File: config.mk
export PLATFORM = sky130hd
export DESIGN_NAME = dao_stage
export DESIGN_NICKNAME = d
export VERILOG_FILES = /design/src/dao_dly.v /design/src/dao_asu.v /design/src/dao_stage.v
export VERILOG_INCLUDE_DIRS = /design/src /design/src/src
export SDC_FILE = /design/constraint.sdc
export NUM_CORES = 2
export LEC_CHECK = 0
export BUFFER_PORTS_ARGS = -buffer_cell sky130_fd_sc_hd__buf_2
export CAP_MARGIN = 15
export CELL_PAD_IN_SITES_DETAIL_PLACEMENT = 1
export CELL_PAD_IN_SITES_GLOBAL_PLACEMENT = 1
export CORE_ASPECT_RATIO = 0.75
export CORE_MARGIN = 2
export CORE_UTILIZATION = 35
export CTS_CLUSTER_SIZE = 28
export DETAILED_ROUTE_END_ITERATION = 8
export PLACE_DENSITY = 0.73
export SYNTH_ARGS = -nofsm -noshare
export SYNTH_HDL_FRONTEND = slang
export SYNTH_HIERARCHICAL = 1
export SYNTH_SLANG_ARGS = --single-unit
File: constraint.sdc
create_clock -name pclk -period 16.65 [get_ports pclk]
set_input_delay 3.33 -clock pclk [delete_from_list [all_inputs] [get_ports pclk]]
set_output_delay 3.33 -clock pclk [all_outputs]
set_load 0.02 [all_outputs]
File: src/dao_map.vh
// constants for the multiply block adder/output stage
// Notes on behaviour
// - stage works as product out, accumulator, 2-adder, 4-adder or 36-bit finisher
// - accumulator mode forces output registers on; optional elsewhere
// - stage only takes products from its own multiplier ports
// - narrow: four first-level adders, two summers; wide: two and one
// - two add/sub selects; narrow pairs top two and bottom two adders
// - add/sub select high adds, low subtracts
// - add/sub select delayed by zero, one or two register stages
// - sign controls shared with multipliers, up to two stages, same set
// - sign high means signed; product signed if either operand signed
// - products arrive full precision, width of both operands summed
// - accumulator feeds back its registered output; load replaces sum
// - accumulator load delayed by zero, one or two stages
// - overflow flag raised on accumulator overflow or underflow
// - wide: one summer of four products; narrow: two summers of four
// - output mux picks products, adder/accumulator or summation results
// - output registers use one of four clock/clear/enable sets
// - one operating mode per block at a time
// - simple mode passes four wide or eight narrow products
// - 36-bit mode combines four partials; product register is pipeline
// - 36-bit mode allows no input shift chaining
// - two accumulators on second and fourth products, 52 bits each
// - load and overflow act only in accumulate mode; subtract allowed
// - two-adder mode: two wide or four narrow pair sums
// - four-adder mode sums two first-level results; one width for all
`ifndef DAO_MAP_VH
`define DAO_MAP_VH
`define DAO_CTRL_OFS 8'h00
`define DAO_STAT_OFS 8'h04
`define DAO_CTRL_RST 16'h0000
`define DAO_F_MODE 2:0
`define DAO_F_NARROW 3
`define DAO_F_OREG 4
`define DAO_F_ASDLY 6:5
`define DAO_F_SGDLY 8:7
`define DAO_F_SLDLY 10:9
`define DAO_F_OSET 12:11
`define DAO_F_MSET 14:13
`define DAO_F_CHAIN 15
`define DAO_M_SIMPLE 3'h0
`define DAO_M_MAC 3'h1
`define DAO_M_ADD2 3'h2
`define DAO_M_ADD4 3'h3
`define DAO_M_M36 3'h4
`endif

File: src/dao_dly.v
// control signal delay line of zero, one or two stages
`timescale 1ns/1ns
module dao_dly #(
    parameter W = 2
) (
    input wire clk,
    input wire rst_n,
    input wire en,
    input wire clr,
    input wire [1:0] depth,
    input wire [W-1:0] d,
    output reg [W-1:0] q
);
    reg [W-1:0] s1_r;
    reg [W-1:0] s2_r;

    always @(posedge clk or negedge rst_n)
    begin
        if (!rst_n)
        begin
            s1_r <= {W{1'b0}};
            s2_r <= {W{1'b0}};
        end
        else if (clr)
        begin
            s1_r <= {W{1'b0}};
            s2_r <= {W{1'b0}};
        end
        else if (en)
        begin
            s1_r <= d;
            s2_r <= s1_r;
        end
    end

    always @*
    begin
        case (depth)
            2'd0: q = d;
            2'd1: q = s1_r;
            default: q = s2_r;
        endcase
    end
endmodule

File: src/dao_asu.v
// first-level adder/subtractor of two products
`timescale 1ns/1ns
module dao_asu #(
    parameter W = 36,
    parameter OW = 37
) (
    input wire [W-1:0] a,
    input wire [W-1:0] b,
    input wire sgn,
    input wire add,
    output wire [OW-1:0] y
);
    wire [OW-1:0] ea;
    wire [OW-1:0] eb;

    assign ea = {{(OW-W){sgn & a[W-1]}}, a};
    assign eb = {{(OW-W){sgn & b[W-1]}}, b};
    assign y = add ? ea + eb : ea - eb;
endmodule

File: src/dao_stage.v
// adder/output stage of the hard multiply block, with apb control
//
// Local design decisions: the register offsets and the APB slave port.
`timescale 1ns/1ns
`include "dao_map.vh"
module dao_stage (
    input wire pclk,
    input wire presetn,
    input wire psel,
    input wire penable,
    input wire pwrite,
    input wire [7:0] paddr,
    input wire [31:0] pwdata,
    output reg [31:0] prdata,
    output reg pready,
    output reg pslverr,
    input wire [143:0] prod_i,
    input wire signa_i,
    input wire signb_i,
    input wire [1:0] addnsub_i,
    input wire [1:0] sload_i,
    input wire [3:0] ena_i,
    input wire [3:0] clr_i,
    output reg [143:0] res_o,
    output reg [1:0] ovf_o,
    output reg chain_en_o
);
    // ==========================================================
    // configuration register and apb slave
    // ==========================================================
    reg [15:0] ctrl_r;
    wire [2:0] mode;
    wire narrow;
    wire mac;
    wire oreg_on;
    wire [1:0] oset;
    wire [1:0] mset;
    wire setup;
    wire wr_acc;
    wire hit_ctrl;
    wire hit_stat;
    wire mode_ok;
    wire [2:0] wr_mode;

    assign mode = ctrl_r[`DAO_F_MODE];
    assign narrow = ctrl_r[`DAO_F_NARROW];
    assign mac = (mode == `DAO_M_MAC);
    assign oset = ctrl_r[`DAO_F_OSET];
    assign mset = ctrl_r[`DAO_F_MSET];
    assign oreg_on = ctrl_r[`DAO_F_OREG] | mac;

    assign setup = psel & ~penable;
    assign hit_ctrl = (paddr == `DAO_CTRL_OFS);
    assign hit_stat = (paddr == `DAO_STAT_OFS);
    assign wr_acc = psel & penable & pready & pwrite & hit_ctrl;
    assign wr_mode = pwdata[`DAO_F_MODE];
    // single mode field; undefined codes keep the old mode
    assign mode_ok = (wr_mode <= `DAO_M_M36);

    always @(posedge pclk or negedge presetn)
    begin
        if (!presetn)
        begin
            ctrl_r <= `DAO_CTRL_RST;
        end
        else if (wr_acc)
        begin
            ctrl_r <= {pwdata[15:3], mode_ok ? wr_mode : mode};
        end
    end

    // answer prepared in setup, so access ends in its first cycle
    always @(posedge pclk or negedge presetn)
    begin
        if (!presetn)
        begin
            pready <= 1'b0;
            pslverr <= 1'b0;
            prdata <= 32'h0;
        end
        else
        begin
            pready <= setup;
            pslverr <= setup & ~hit_ctrl & ~hit_stat;
            if (setup & hit_ctrl)
            begin
                prdata <= {16'h0, ctrl_r};
            end
            else if (setup & hit_stat)
            begin
                prdata <= {25'h0, chain_en_o, oreg_on, mode, ovf_o};
            end
            else
            begin
                prdata <= 32'h0;
            end
        end
    end

    // no input chaining offered in 36-bit mode
    always @(posedge pclk or negedge presetn)
    begin
        if (!presetn)
        begin
            chain_en_o <= 1'b0;
        end
        else
        begin
            chain_en_o <= ctrl_r[`DAO_F_CHAIN] & (mode != `DAO_M_M36);
        end
    end

    // ==========================================================
    // control delay lines
    // ==========================================================
    wire oen;
    wire oclr;
    wire [1:0] as_d;
    wire [1:0] sg_d;
    wire [1:0] sl_d;
    wire psgn;

    // output set chosen from four clock/clear/enable sets
    assign oen = oreg_on ? ena_i[oset] : 1'b1;
    assign oclr = oreg_on & clr_i[oset];

    dao_dly #(.W(2)) u_as (
        .clk(pclk),
        .rst_n(presetn),
        .en(ena_i[oset]),
        .clr(clr_i[oset]),
        .depth(ctrl_r[`DAO_F_ASDLY]),
        .d(addnsub_i),
        .q(as_d)
    );

    // sign controls on the multiplier set
    dao_dly #(.W(2)) u_sg (
        .clk(pclk),
        .rst_n(presetn),
        .en(ena_i[mset]),
        .clr(clr_i[mset]),
        .depth(ctrl_r[`DAO_F_SGDLY]),
        .d({signb_i, signa_i}),
        .q(sg_d)
    );

    dao_dly #(.W(2)) u_sl (
        .clk(pclk),
        .rst_n(presetn),
        .en(ena_i[oset]),
        .clr(clr_i[oset]),
        .depth(ctrl_r[`DAO_F_SLDLY]),
        .d(sload_i),
        .q(sl_d)
    );

    assign psgn = sg_d[0] | sg_d[1];

    // ==========================================================
    // first-level adders and summation
    // ==========================================================
    // the only data source is the multiplier product port
    wire [75:0] nsum;
    wire [73:0] wsum;
    wire [19:0] ns0;
    wire [19:0] ns1;
    wire [37:0] ws;

    genvar i;
    generate
        for (i = 0; i < 4; i = i + 1)
        begin : g_lvl1
            // top pair on select 0, bottom pair on 1
            dao_asu #(.W(18), .OW(19)) u_n (
                .a(prod_i[36*i +: 18]),
                .b(prod_i[36*i+18 +: 18]),
                .sgn(psgn),
                .add(as_d[i/2]),
                .y(nsum[19*i +: 19])
            );
            if (i < 2)
            begin : g_wide
                // two wide adders, one select each
                dao_asu #(.W(36), .OW(37)) u_w (
                    .a(prod_i[72*i +: 36]),
                    .b(prod_i[72*i+36 +: 36]),
                    .sgn(psgn),
                    .add(as_d[i]),
                    .y(wsum[37*i +: 37])
                );
            end
        end
    endgenerate

    // one wide summer, two narrow summers
    // unsigned pair sums carry out; only signed data sign-extends
    assign ns0 = {psgn & nsum[18], nsum[18:0]} +
        {psgn & nsum[37], nsum[37:19]};
    assign ns1 = {psgn & nsum[56], nsum[56:38]} +
        {psgn & nsum[75], nsum[75:57]};
    assign ws = {psgn & wsum[36], wsum[36:0]} +
        {psgn & wsum[73], wsum[73:37]};

    // ==========================================================
    // accumulators
    // ==========================================================
    wire [105:0] acc_nxt;
    wire [1:0] acc_ovf;

    generate
        for (i = 0; i < 2; i = i + 1)
        begin : g_acc
            wire [35:0] p;
            wire [52:0] pe;
            wire [52:0] ae;
            wire [52:0] sum;
            // fed by second and fourth product slots
            assign p = prod_i[72*i+36 +: 36];
            assign pe = narrow ? {{35{psgn & p[17]}}, p[17:0]} :
                {{17{psgn & p[35]}}, p};
            // running sum from the registered output
            assign ae = {psgn & res_o[72*i+51], res_o[72*i +: 52]};
            // load only used in this mode; subtract also drives the first-level adders
            assign sum = sl_d[i] ? pe : (as_d[i] ? ae + pe : ae - pe);
            assign acc_nxt[53*i +: 53] = sum;
            // signed: top two differ; unsigned: carry or borrow
            assign acc_ovf[i] = ~sl_d[i] &
                (psgn ? (sum[52] ^ sum[51]) : sum[52]);
        end
    endgenerate

    // ==========================================================
    // 36-bit multiply finishing stage
    // ==========================================================
    reg [143:0] pipe_r;
    wire [71:0] m_p0;
    wire [71:0] m_p1;
    wire [71:0] m_p2;
    wire [71:0] m_p3;
    wire [71:0] m36;

    // product register reused as the pipeline stage
    always @(posedge pclk or negedge presetn)
    begin
        if (!presetn)
        begin
            pipe_r <= 144'h0;
        end
        else if (oclr)
        begin
            pipe_r <= 144'h0;
        end
        else if (oen)
        begin
            pipe_r <= prod_i;
        end
    end

    // partials: lo*lo, hi_a*lo_b, lo_a*hi_b, hi*hi
    assign m_p0 = {36'h0, pipe_r[35:0]};
    assign m_p1 = {{18{sg_d[0] & pipe_r[71]}}, pipe_r[71:36], 18'h0};
    assign m_p2 = {{18{sg_d[1] & pipe_r[107]}}, pipe_r[107:72], 18'h0};
    assign m_p3 = {pipe_r[143:108], 36'h0};
    // shift and add of the four partials
    assign m36 = m_p0 + m_p1 + m_p2 + m_p3;

    // ==========================================================
    // output select and output registers
    // ==========================================================
    reg [143:0] sel_nxt;
    reg [1:0] ovf_nxt;

    always @*
    begin
        ovf_nxt = 2'b00;
        case (mode)
            `DAO_M_SIMPLE:
            begin
                sel_nxt = prod_i;
            end
            `DAO_M_MAC:
            begin
                sel_nxt = {20'h0, acc_nxt[104:53], 20'h0, acc_nxt[51:0]};
                ovf_nxt = acc_ovf;
            end
            `DAO_M_ADD2:
            begin
                if (narrow)
                begin
                    sel_nxt = {17'h0, nsum[75:57], 17'h0, nsum[56:38],
                        17'h0, nsum[37:19], 17'h0, nsum[18:0]};
                end
                else
                begin
                    sel_nxt = {35'h0, wsum[73:37], 35'h0, wsum[36:0]};
                end
            end
            `DAO_M_ADD4:
            begin
                // one width for all four, set by narrow bit
                if (narrow)
                begin
                    sel_nxt = {52'h0, ns1, 52'h0, ns0};
                end
                else
                begin
                    sel_nxt = {106'h0, ws};
                end
            end
            `DAO_M_M36:
            begin
                sel_nxt = {72'h0, m36};
            end
            default:
            begin
                sel_nxt = prod_i;
            end
        endcase
    end

    // bypassed registers still capture every cycle, so one flop stays in the path
    // clear and enable from the chosen set
    // overflow follows each update, not sticky; held only while enable is low
    always @(posedge pclk or negedge presetn)
    begin
        if (!presetn)
        begin
            res_o <= 144'h0;
            ovf_o <= 2'b00;
        end
        else if (oclr)
        begin
            res_o <= 144'h0;
            ovf_o <= 2'b00;
        end
        else if (oen)
        begin
            res_o <= sel_nxt;
            ovf_o <= ovf_nxt;
        end
    end
endmodule

Word level (Yosys, flattened, before mapping)
Index checks and enable logic that the tools add are counted.
Widths: inputs -> output; s select.
{"block": "op_classes", "reduce_logical": 8, "add_sub_neg": 22, "n_mux": 50, "eq_ne": 9, "bitwise_logic": 40, "n_lt_le_gt_ge": 3}
{"operator": "$mux 144", "count": 4}
{"operator": "$pmux 144 s4", "count": 1}
{"operator": "$mux 53", "count": 6}
{"operator": "$mux 127", "count": 1}
{"operator": "$add 53x53->53", "count": 2}
{"operator": "$sub 53x53->53", "count": 2}
{"operator": "$mux 92", "count": 1}
{"operator": "$add 19x19->19", "count": 4}
{"operator": "$mux 19", "count": 4}
{"operator": "$sub 19x19->19", "count": 4}
{"operator": "$add 37x37->37", "count": 2}
{"operator": "$mux 37", "count": 2}
{"operator": "$sub 37x37->37", "count": 2}
{"operator": "$add 72x72->72", "count": 1}
{"operator": "$add 56x55->57", "count": 1}
{"operator": "$add 37x55->56", "count": 1}
{"operator": "$add 20x20->20", "count": 2}
{"operator": "$add 38x38->38", "count": 1}
{"operator": "$mux 32", "count": 1}
{"operator": "$and 1x1->1", "count": 31}
{"operator": "$mux 2", "count": 15}
{"operator": "$pmux 2 s2", "count": 3}
{"operator": "$bmux 1 s2", "count": 4}
{"operator": "$eq 8x3->1 const B", "count": 1}
{"operator": "16 further kinds", "count": 36}
{"block": "word_totals", "inputBits": 203, "elab_cells": 147, "out_inout_bits": 181, "reg_bits": 353}

Longest topological paths before layout
{"block": "depth", "depth_word": 14, "ltp_mapped": 28, "mapped_depth_nobuf": 28}

Modules after synthesis
Netlist, hierarchy kept.
{"module": "dao_stage", "seq_area_each_um2": 8132.8, "cells_per_inst": 3731, "n_inst": 1, "area_each_um2": 31246.2}
{"module": "dao_asu at g_lvl1[0].u_n ...", "seq_area_each_um2": 0.0, "cells_per_inst": 190, "n_inst": 3, "area_each_um2": 1323.8}
{"module": "dao_asu at g_lvl1[0].g_wide.u_w", "seq_area_each_um2": 0.0, "cells_per_inst": 436, "n_inst": 1, "area_each_um2": 3006.6}
{"module": "dao_asu at g_lvl1[1].g_wide.u_w", "seq_area_each_um2": 0.0, "cells_per_inst": 410, "n_inst": 1, "area_each_um2": 2785.2}
{"module": "dao_asu at g_lvl1[1].u_n", "seq_area_each_um2": 0.0, "cells_per_inst": 195, "n_inst": 1, "area_each_um2": 1401.3}
{"module": "dao_dly", "seq_area_each_um2": 100.1, "cells_per_inst": 19, "n_inst": 3, "area_each_um2": 197.7}

Least setup slack after synthesis
OpenSTA, ideal clock, no wires.
{"block": "synth_timing", "kind": "input -> register", "from": "input addnsub_i[1]", "to": "register res_o[30]", "path_slack_ns": 7.759, "path_buffers": 2, "t_required_ns": 16.524, "t_arrival_ns": 8.766, "cell_stages": 26, "setup_ns": 0.126, "path_cell_list": "mux2i_1 -> o21ai_0 -> clkbuf_1 -> buf_1 -> nor2_1 -> xor2_1 -> ha_1 -> a21o_1 -> a21oi_1 -> a21boi_0 -> o21ai_0 -> a21boi_0 -> a311o_1 -> ha_1 -> a21o_1 -> a21o_1 -> a21oi_1 -> o21a_1 -> o21ai_0 -> a21oi_1 -> o21ai_1 -> a2111oi_2 -> o41ai_1 -> xor2_1 -> a221oi_1 -> o21ai_1"}
{"block": "synth_between", "elab_chain_len": 7}
{"element": "start, declared", "line": "dao_stage.v:20", "text": "input wire [1:0] addnsub_i,"}
{"element": "$pmux 2 s2", "line": "dao_dly.v:38", "text": "case (depth)"}
{"element": "named net as_d[1]", "line": "dao_stage.v:118", "text": "wire [1:0] as_d;"}
{"element": "$mux 37", "line": "dao_asu.v:18", "text": "assign y = add ? ea + eb : ea - eb;"}
{"element": "named net wsum[46]", "line": "dao_stage.v:165", "text": "wire [73:0] wsum;"}
{"element": "$add 38x38->38", "line": "dao_stage.v:202", "text": "assign ws = {psgn & wsum[36], wsum[36:0]} +"}
{"element": "$mux 92", "line": "dao_stage.v:302", "text": "if (narrow)"}
{"element": "$pmux 144 s4", "line": "dao_stage.v:277", "text": "case (mode)"}
{"element": "$mux 144", "line": "dao_stage.v:337", "text": "else if (oen)"}
{"element": "$mux 144", "line": "dao_stage.v:332", "text": "else if (oclr)"}
{"element": "end signal, assigned", "line": "dao_stage.v:339", "text": "res_o <= sel_nxt;"}
{"element": "end, declared", "line": "dao_stage.v:24", "text": "output reg [143:0] res_o,"}
The timed path passes the listed nets, and every way through them passes these cells. The select of a mux whose other input is x is not followed.
A chain may end at the register's enable or synchronous reset.

Worst setup path after layout
{"block": "layout_timing", "from": "input prod_i[110]", "to": "register res_o[37]"}
{"block": "layout_between", "elab_cells_between_ends": 9, "cone_classes": "add/sub (3); mux (5); bitwise (1)"}
{"element": "start, declared", "line": "dao_stage.v:17", "text": "input wire [143:0] prod_i,"}
{"element": "$sub 37x37->37 or $add 37x37->37 (tied branches)", "line": "dao_asu.v:18"}
{"element": "$mux 37 *", "line": "dao_asu.v:18"}
{"element": "named net wsum[65]", "line": "dao_stage.v:165"}
{"element": "$add 38x38->38 *", "line": "dao_stage.v:202"}
{"element": "$mux 92 *", "line": "dao_stage.v:302"}
{"element": "$pmux 144 s4 *", "line": "dao_stage.v:277"}
{"element": "$mux 144 *", "line": "dao_stage.v:337"}
{"element": "$mux 144 *", "line": "dao_stage.v:332"}
The timed path passes the listed nets; every way through them passes the cells marked *. The select of a mux whose other input is x is not followed.

==> run_results.csv <==
group,metric,value,unit
clock_tree,ctsHoldBuffers,0,
min_path,hp-start,"res_o[125]",
final_layout,finalNetCount,6246,
global_route,grt-ovfl-total,0,
timing,finalHoldViolCount,0,
global_route,grt_max_degree,82,
floorplanning,chipHeight,308,um
place,finalWeightedCongestion,0.979,
route,vias,46218,
global_route,grt_pass1_wl,314,mm
route,met3_length,23.2,mm
clock_tree,cts_resized,0,
global_route,antenna_found_initial,21,
final_layout,nFillCells,14837,
power_and_ir_drop,p_leak,21.8,nW
yosys,synthArstFlopShare,100,%
route,wl_met2,88.5,mm
clock_tree,cts_buffer_depth,3,
place,dp_slack,6.19,ns
power_and_ir_drop,clockPowerShare,21.1,%
yosys,ys_seq_area_share,19.6,%
clock_tree,cts_buffers,42,
route,drtAntennaViolNets,0,
timing,slew_headroom,8.22,%
yosys,synth_cells,5399,
global_route,track_usage,33.4,%
final_layout,area_growth,11.0,%
clock_tree,clockRootBuffer,"clkbuf_16",
setup_path,cp-end-kind,"register",
yosys,synthFlopType,"dfrtp_1",
yosys,yosysWarnings,6,
power_and_ir_drop,power.share.sequential,18.5,%
power_and_ir_drop,swShare,48.8,%
floorplanning,ios,384,
place,dpl_cell_area,46200,um^2
clock_tree,h-tree-depth,2,
power_and_ir_drop,ir_drop,61.6,uV
route,wl_per_cell,29.9,um
setup_path,reg2regPathDepth,25,
place,io_buffers,351,
final_layout,multi_input_area,33100,um^2
yosys,syn-mean-instance-area,7.97,um^2
route,drt-initial-drc-count,5032,
timing,min_period,10.03,ns
floorplanning,fp.coreArea,122000,um^2
power_and_ir_drop,finalPower,4.86,mW
clock_tree,cts.clk_slew.worst_paths,0.07,ns
timing,tns,0,ns
yosys,synth_cell_type_count,132,
clock_tree,tritoncts,"built",
clock_tree,clock-sinks,337,
min_path,hold_depth,2,
setup_path,arrival,10.56,ns
setup_path,cp_max_fo,12,
floorplanning,initial_utilization,35.2,%
route,firstDrtPassIters,9,
route,drc,0,
run,cap_violations,0,
power_and_ir_drop,p_int,2.49,mW
final_layout,layout-drive-gt1-share,11.6,%
timing,rsz0062_at_grt,"false",
timing,fmax,99.7,MHz
floorplanning,rows,111,
route,top_layer_used,"met5",
timing,finalCritPeriodShare,60.3,%
power_and_ir_drop,p_per_area,102,nW/um^2
power_and_ir_drop,switching_power,2.37,mW
setup_path,path_class,"input pin to register",
setup_path,startpoint_type,"input pin",
route,wl_met1,98.7,mm
setup_path,timing.rr.start,"ctrl_r[5]",
timing,worstMarginPinSlew,1.37,ns
yosys,synth_edf_count,0,
setup_path,worst-r2r-setup-slack,8.97,ns
min_path,holdPathEnd,"res_o[125]",
yosys,synth-seq-cells,337,
timing,setup_violations,0,
setup_path,timing.rr.end,"res_o[34]",
timing,setup_ws,6.62,ns
route,via_per_inst,6.36,
final_layout,regArea,8430,um^2
clock_tree,cts_setup_buffers,0,
outcome,status,"finished clean",
route,drt-total-wl,217,mm
timing,slew_viol_final,0,
setup_path,required,17.17,ns
final_layout,fin_area,47700,um^2
global_route,grt_pass1_vias,44988,
floorplanning,dieArea,126000,um^2
clock_tree,clock_latency,0.62,ns
timing,fin_skew,0.0453,ns
min_path,hold_class,"register to register",
yosys,synth_area,43000,um^2
power_and_ir_drop,p_comb_share,60.4,%
timing,hold_ws,0.485,ns
place,dp_hpwl,169,mm
floorplanning,die_w,409,um
## power groups by stage
stage | Combinational [mW] | Clock, mW | Sequential, mW
2_1_floorplan | 1.90 | 0 | 0.918
5_1_grt | 3.15 | 1.07 | 0.900
4_1_cts | 2.85 | 1.04 | 0.896
6_report | 2.93 | 1.03 | 0.896
3_3_place_gp | 2.78 | 0 | 0.910
3_5_place_dp | 2.83 | 0 | 0.911
## how the worst max path moves through the flow
stage                     slack (ns)  cells past startpoint         to    startpoint
final                           6.62                     23  res_o[37]   prod_i[110]
after global routing            6.32                     26  res_o[34]  addnsub_i[0]
after CTS                       6.83                     25  res_o[34]    prod_i[37]
after detailed placement        6.19                     25  res_o[34]    prod_i[37]
after global placement          6.24                     25  res_o[34]    prod_i[37]
after floorplan                 7.76                     26  res_o[30]  addnsub_i[1]
## worst max-delay path: stages
cell and delay (ns):
buf_2 0.25, or4_1 0.67, nor3_2 0.53, and2_1 0.37, nor2_1 0.09, xor2_1 0.16, ha_1 0.48, nand3_1 0.14
nor2_1 0.32, o2111ai_1 0.31, a41oi_1 0.58, a21oi_1 0.32, xnor2_1 0.53, ha_1 0.40, a21oi_1 0.23, o21ai_0 0.16
nor3_1 0.20, a21oi_1 0.15, a221oi_1 0.59, o211ai_1 0.17, xnor2_1 0.33, a22oi_1 0.11, o21ai_1 0.10
## logic make-up after synthesis
family	Yosys count	share of synthesized area, %
other cells	1	0.00872
fa+ha+maj	462	14.0
simple gates	1444	16.7
flops	337	19.6
xor+xnor	551	11.2
buf+inv	418	3.94
mux	70	1.83
compound gates	2116	32.7
## registers in the layout, indices dropped and copies added, names as in the netlist
name	count
chain_en_o	1
ctrl_r	16
ovf_o	2
pipe_r	144
prdata	16
pready	1
pslverr	1
res_o	144
u_as/s1_r	2
u_as/s2_r	2
u_sg/s1_r	2
u_sg/s2_r	2
u_sl/s1_r	2
u_sl/s2_r	2
## stage by stage
stage               util [%]  std cells
finish                  39.1       7262
global route            39.1       7251
CTS                     39.1       7250
detailed placement      37.9       7174
global placement        37.9       7174
floorplan                  -       5414
## synth_stat cells (all sizes together) (27+ instances only)
cell / number / area share [%]
o211ai: 32 / 0.57
a22oi: 42 / 0.73
o31ai: 29 / 0.53
xor2: 300 / 6.1
dfrtp: 337 / 20
and2: 38 / 0.55
and3: 58 / 0.87
nor3: 102 / 1.3
inv: 130 / 1.1
a211oi: 49 / 0.90
ha: 431 / 13
clkbuf: 227 / 2.0
a22o: 151 / 3.1
xnor2: 251 / 5.1
o21bai: 61 / 1.1
o21a: 48 / 0.84
nor2: 427 / 3.8
a31oi: 70 / 1.1
nand2: 417 / 3.7
buf: 60 / 0.77
nor2b: 53 / 0.77
nand2b: 42 / 0.62
nand4: 61 / 0.90
or3: 27 / 0.45
nor4: 39 / 0.86
nand3: 79 / 0.93
fa: 31 / 1.4
o21ai: 495 / 5.8
mux2i: 41 / 0.95
a21oi: 554 / 6.5
a21o: 301 / 5.3
a221oi: 85 / 1.9
## area by class of cell
class,instances,area share (%)
sequential,337,17.7
clock buffer,56,2.48
multi-input combinational,4659,69.3
antenna,11,0.0577
tap,1638,4.29
inverter,131,1.03
clock inverter,20,0.569
timing repair buffer,410,4.62
## layout by cell type (no fill, tap or decap), types with 27 or more instances in the layout
cell type / n
a211oi_1: 45
a21o_1: 299
a21oi_1: 550
a221oi_1: 78
a22o_1: 151
a22oi_1: 42
a31oi_1: 69
and2_1: 37
and3_1: 55
buf_2: 350
buf_4: 58
clkbuf_16: 43
dfrtp_1: 336
fa_1: 31
ha_1: 431
inv_1: 128
mux2i_1: 41
nand2_1: 415
nand2b_1: 40
nand3_1: 78
nand4_1: 60
nor2_1: 419
nor2b_1: 52
nor3_1: 95
nor4_1: 28
o211ai_1: 31
o21a_1: 48
o21ai_0: 445
o21ai_1: 38
o21bai_1: 60
o31ai_1: 27
xnor2_1: 250
xor2_1: 299
## metal layers
layer / track usage [%] / up-vias
met5: 0 / -
met4: 9.45 / 10
met3: 8.85 / 293
met2: 47.8 / 2151
met1: 48.6 / 23245
li1: - / 20519
Power figures use the tool's default switching activity.
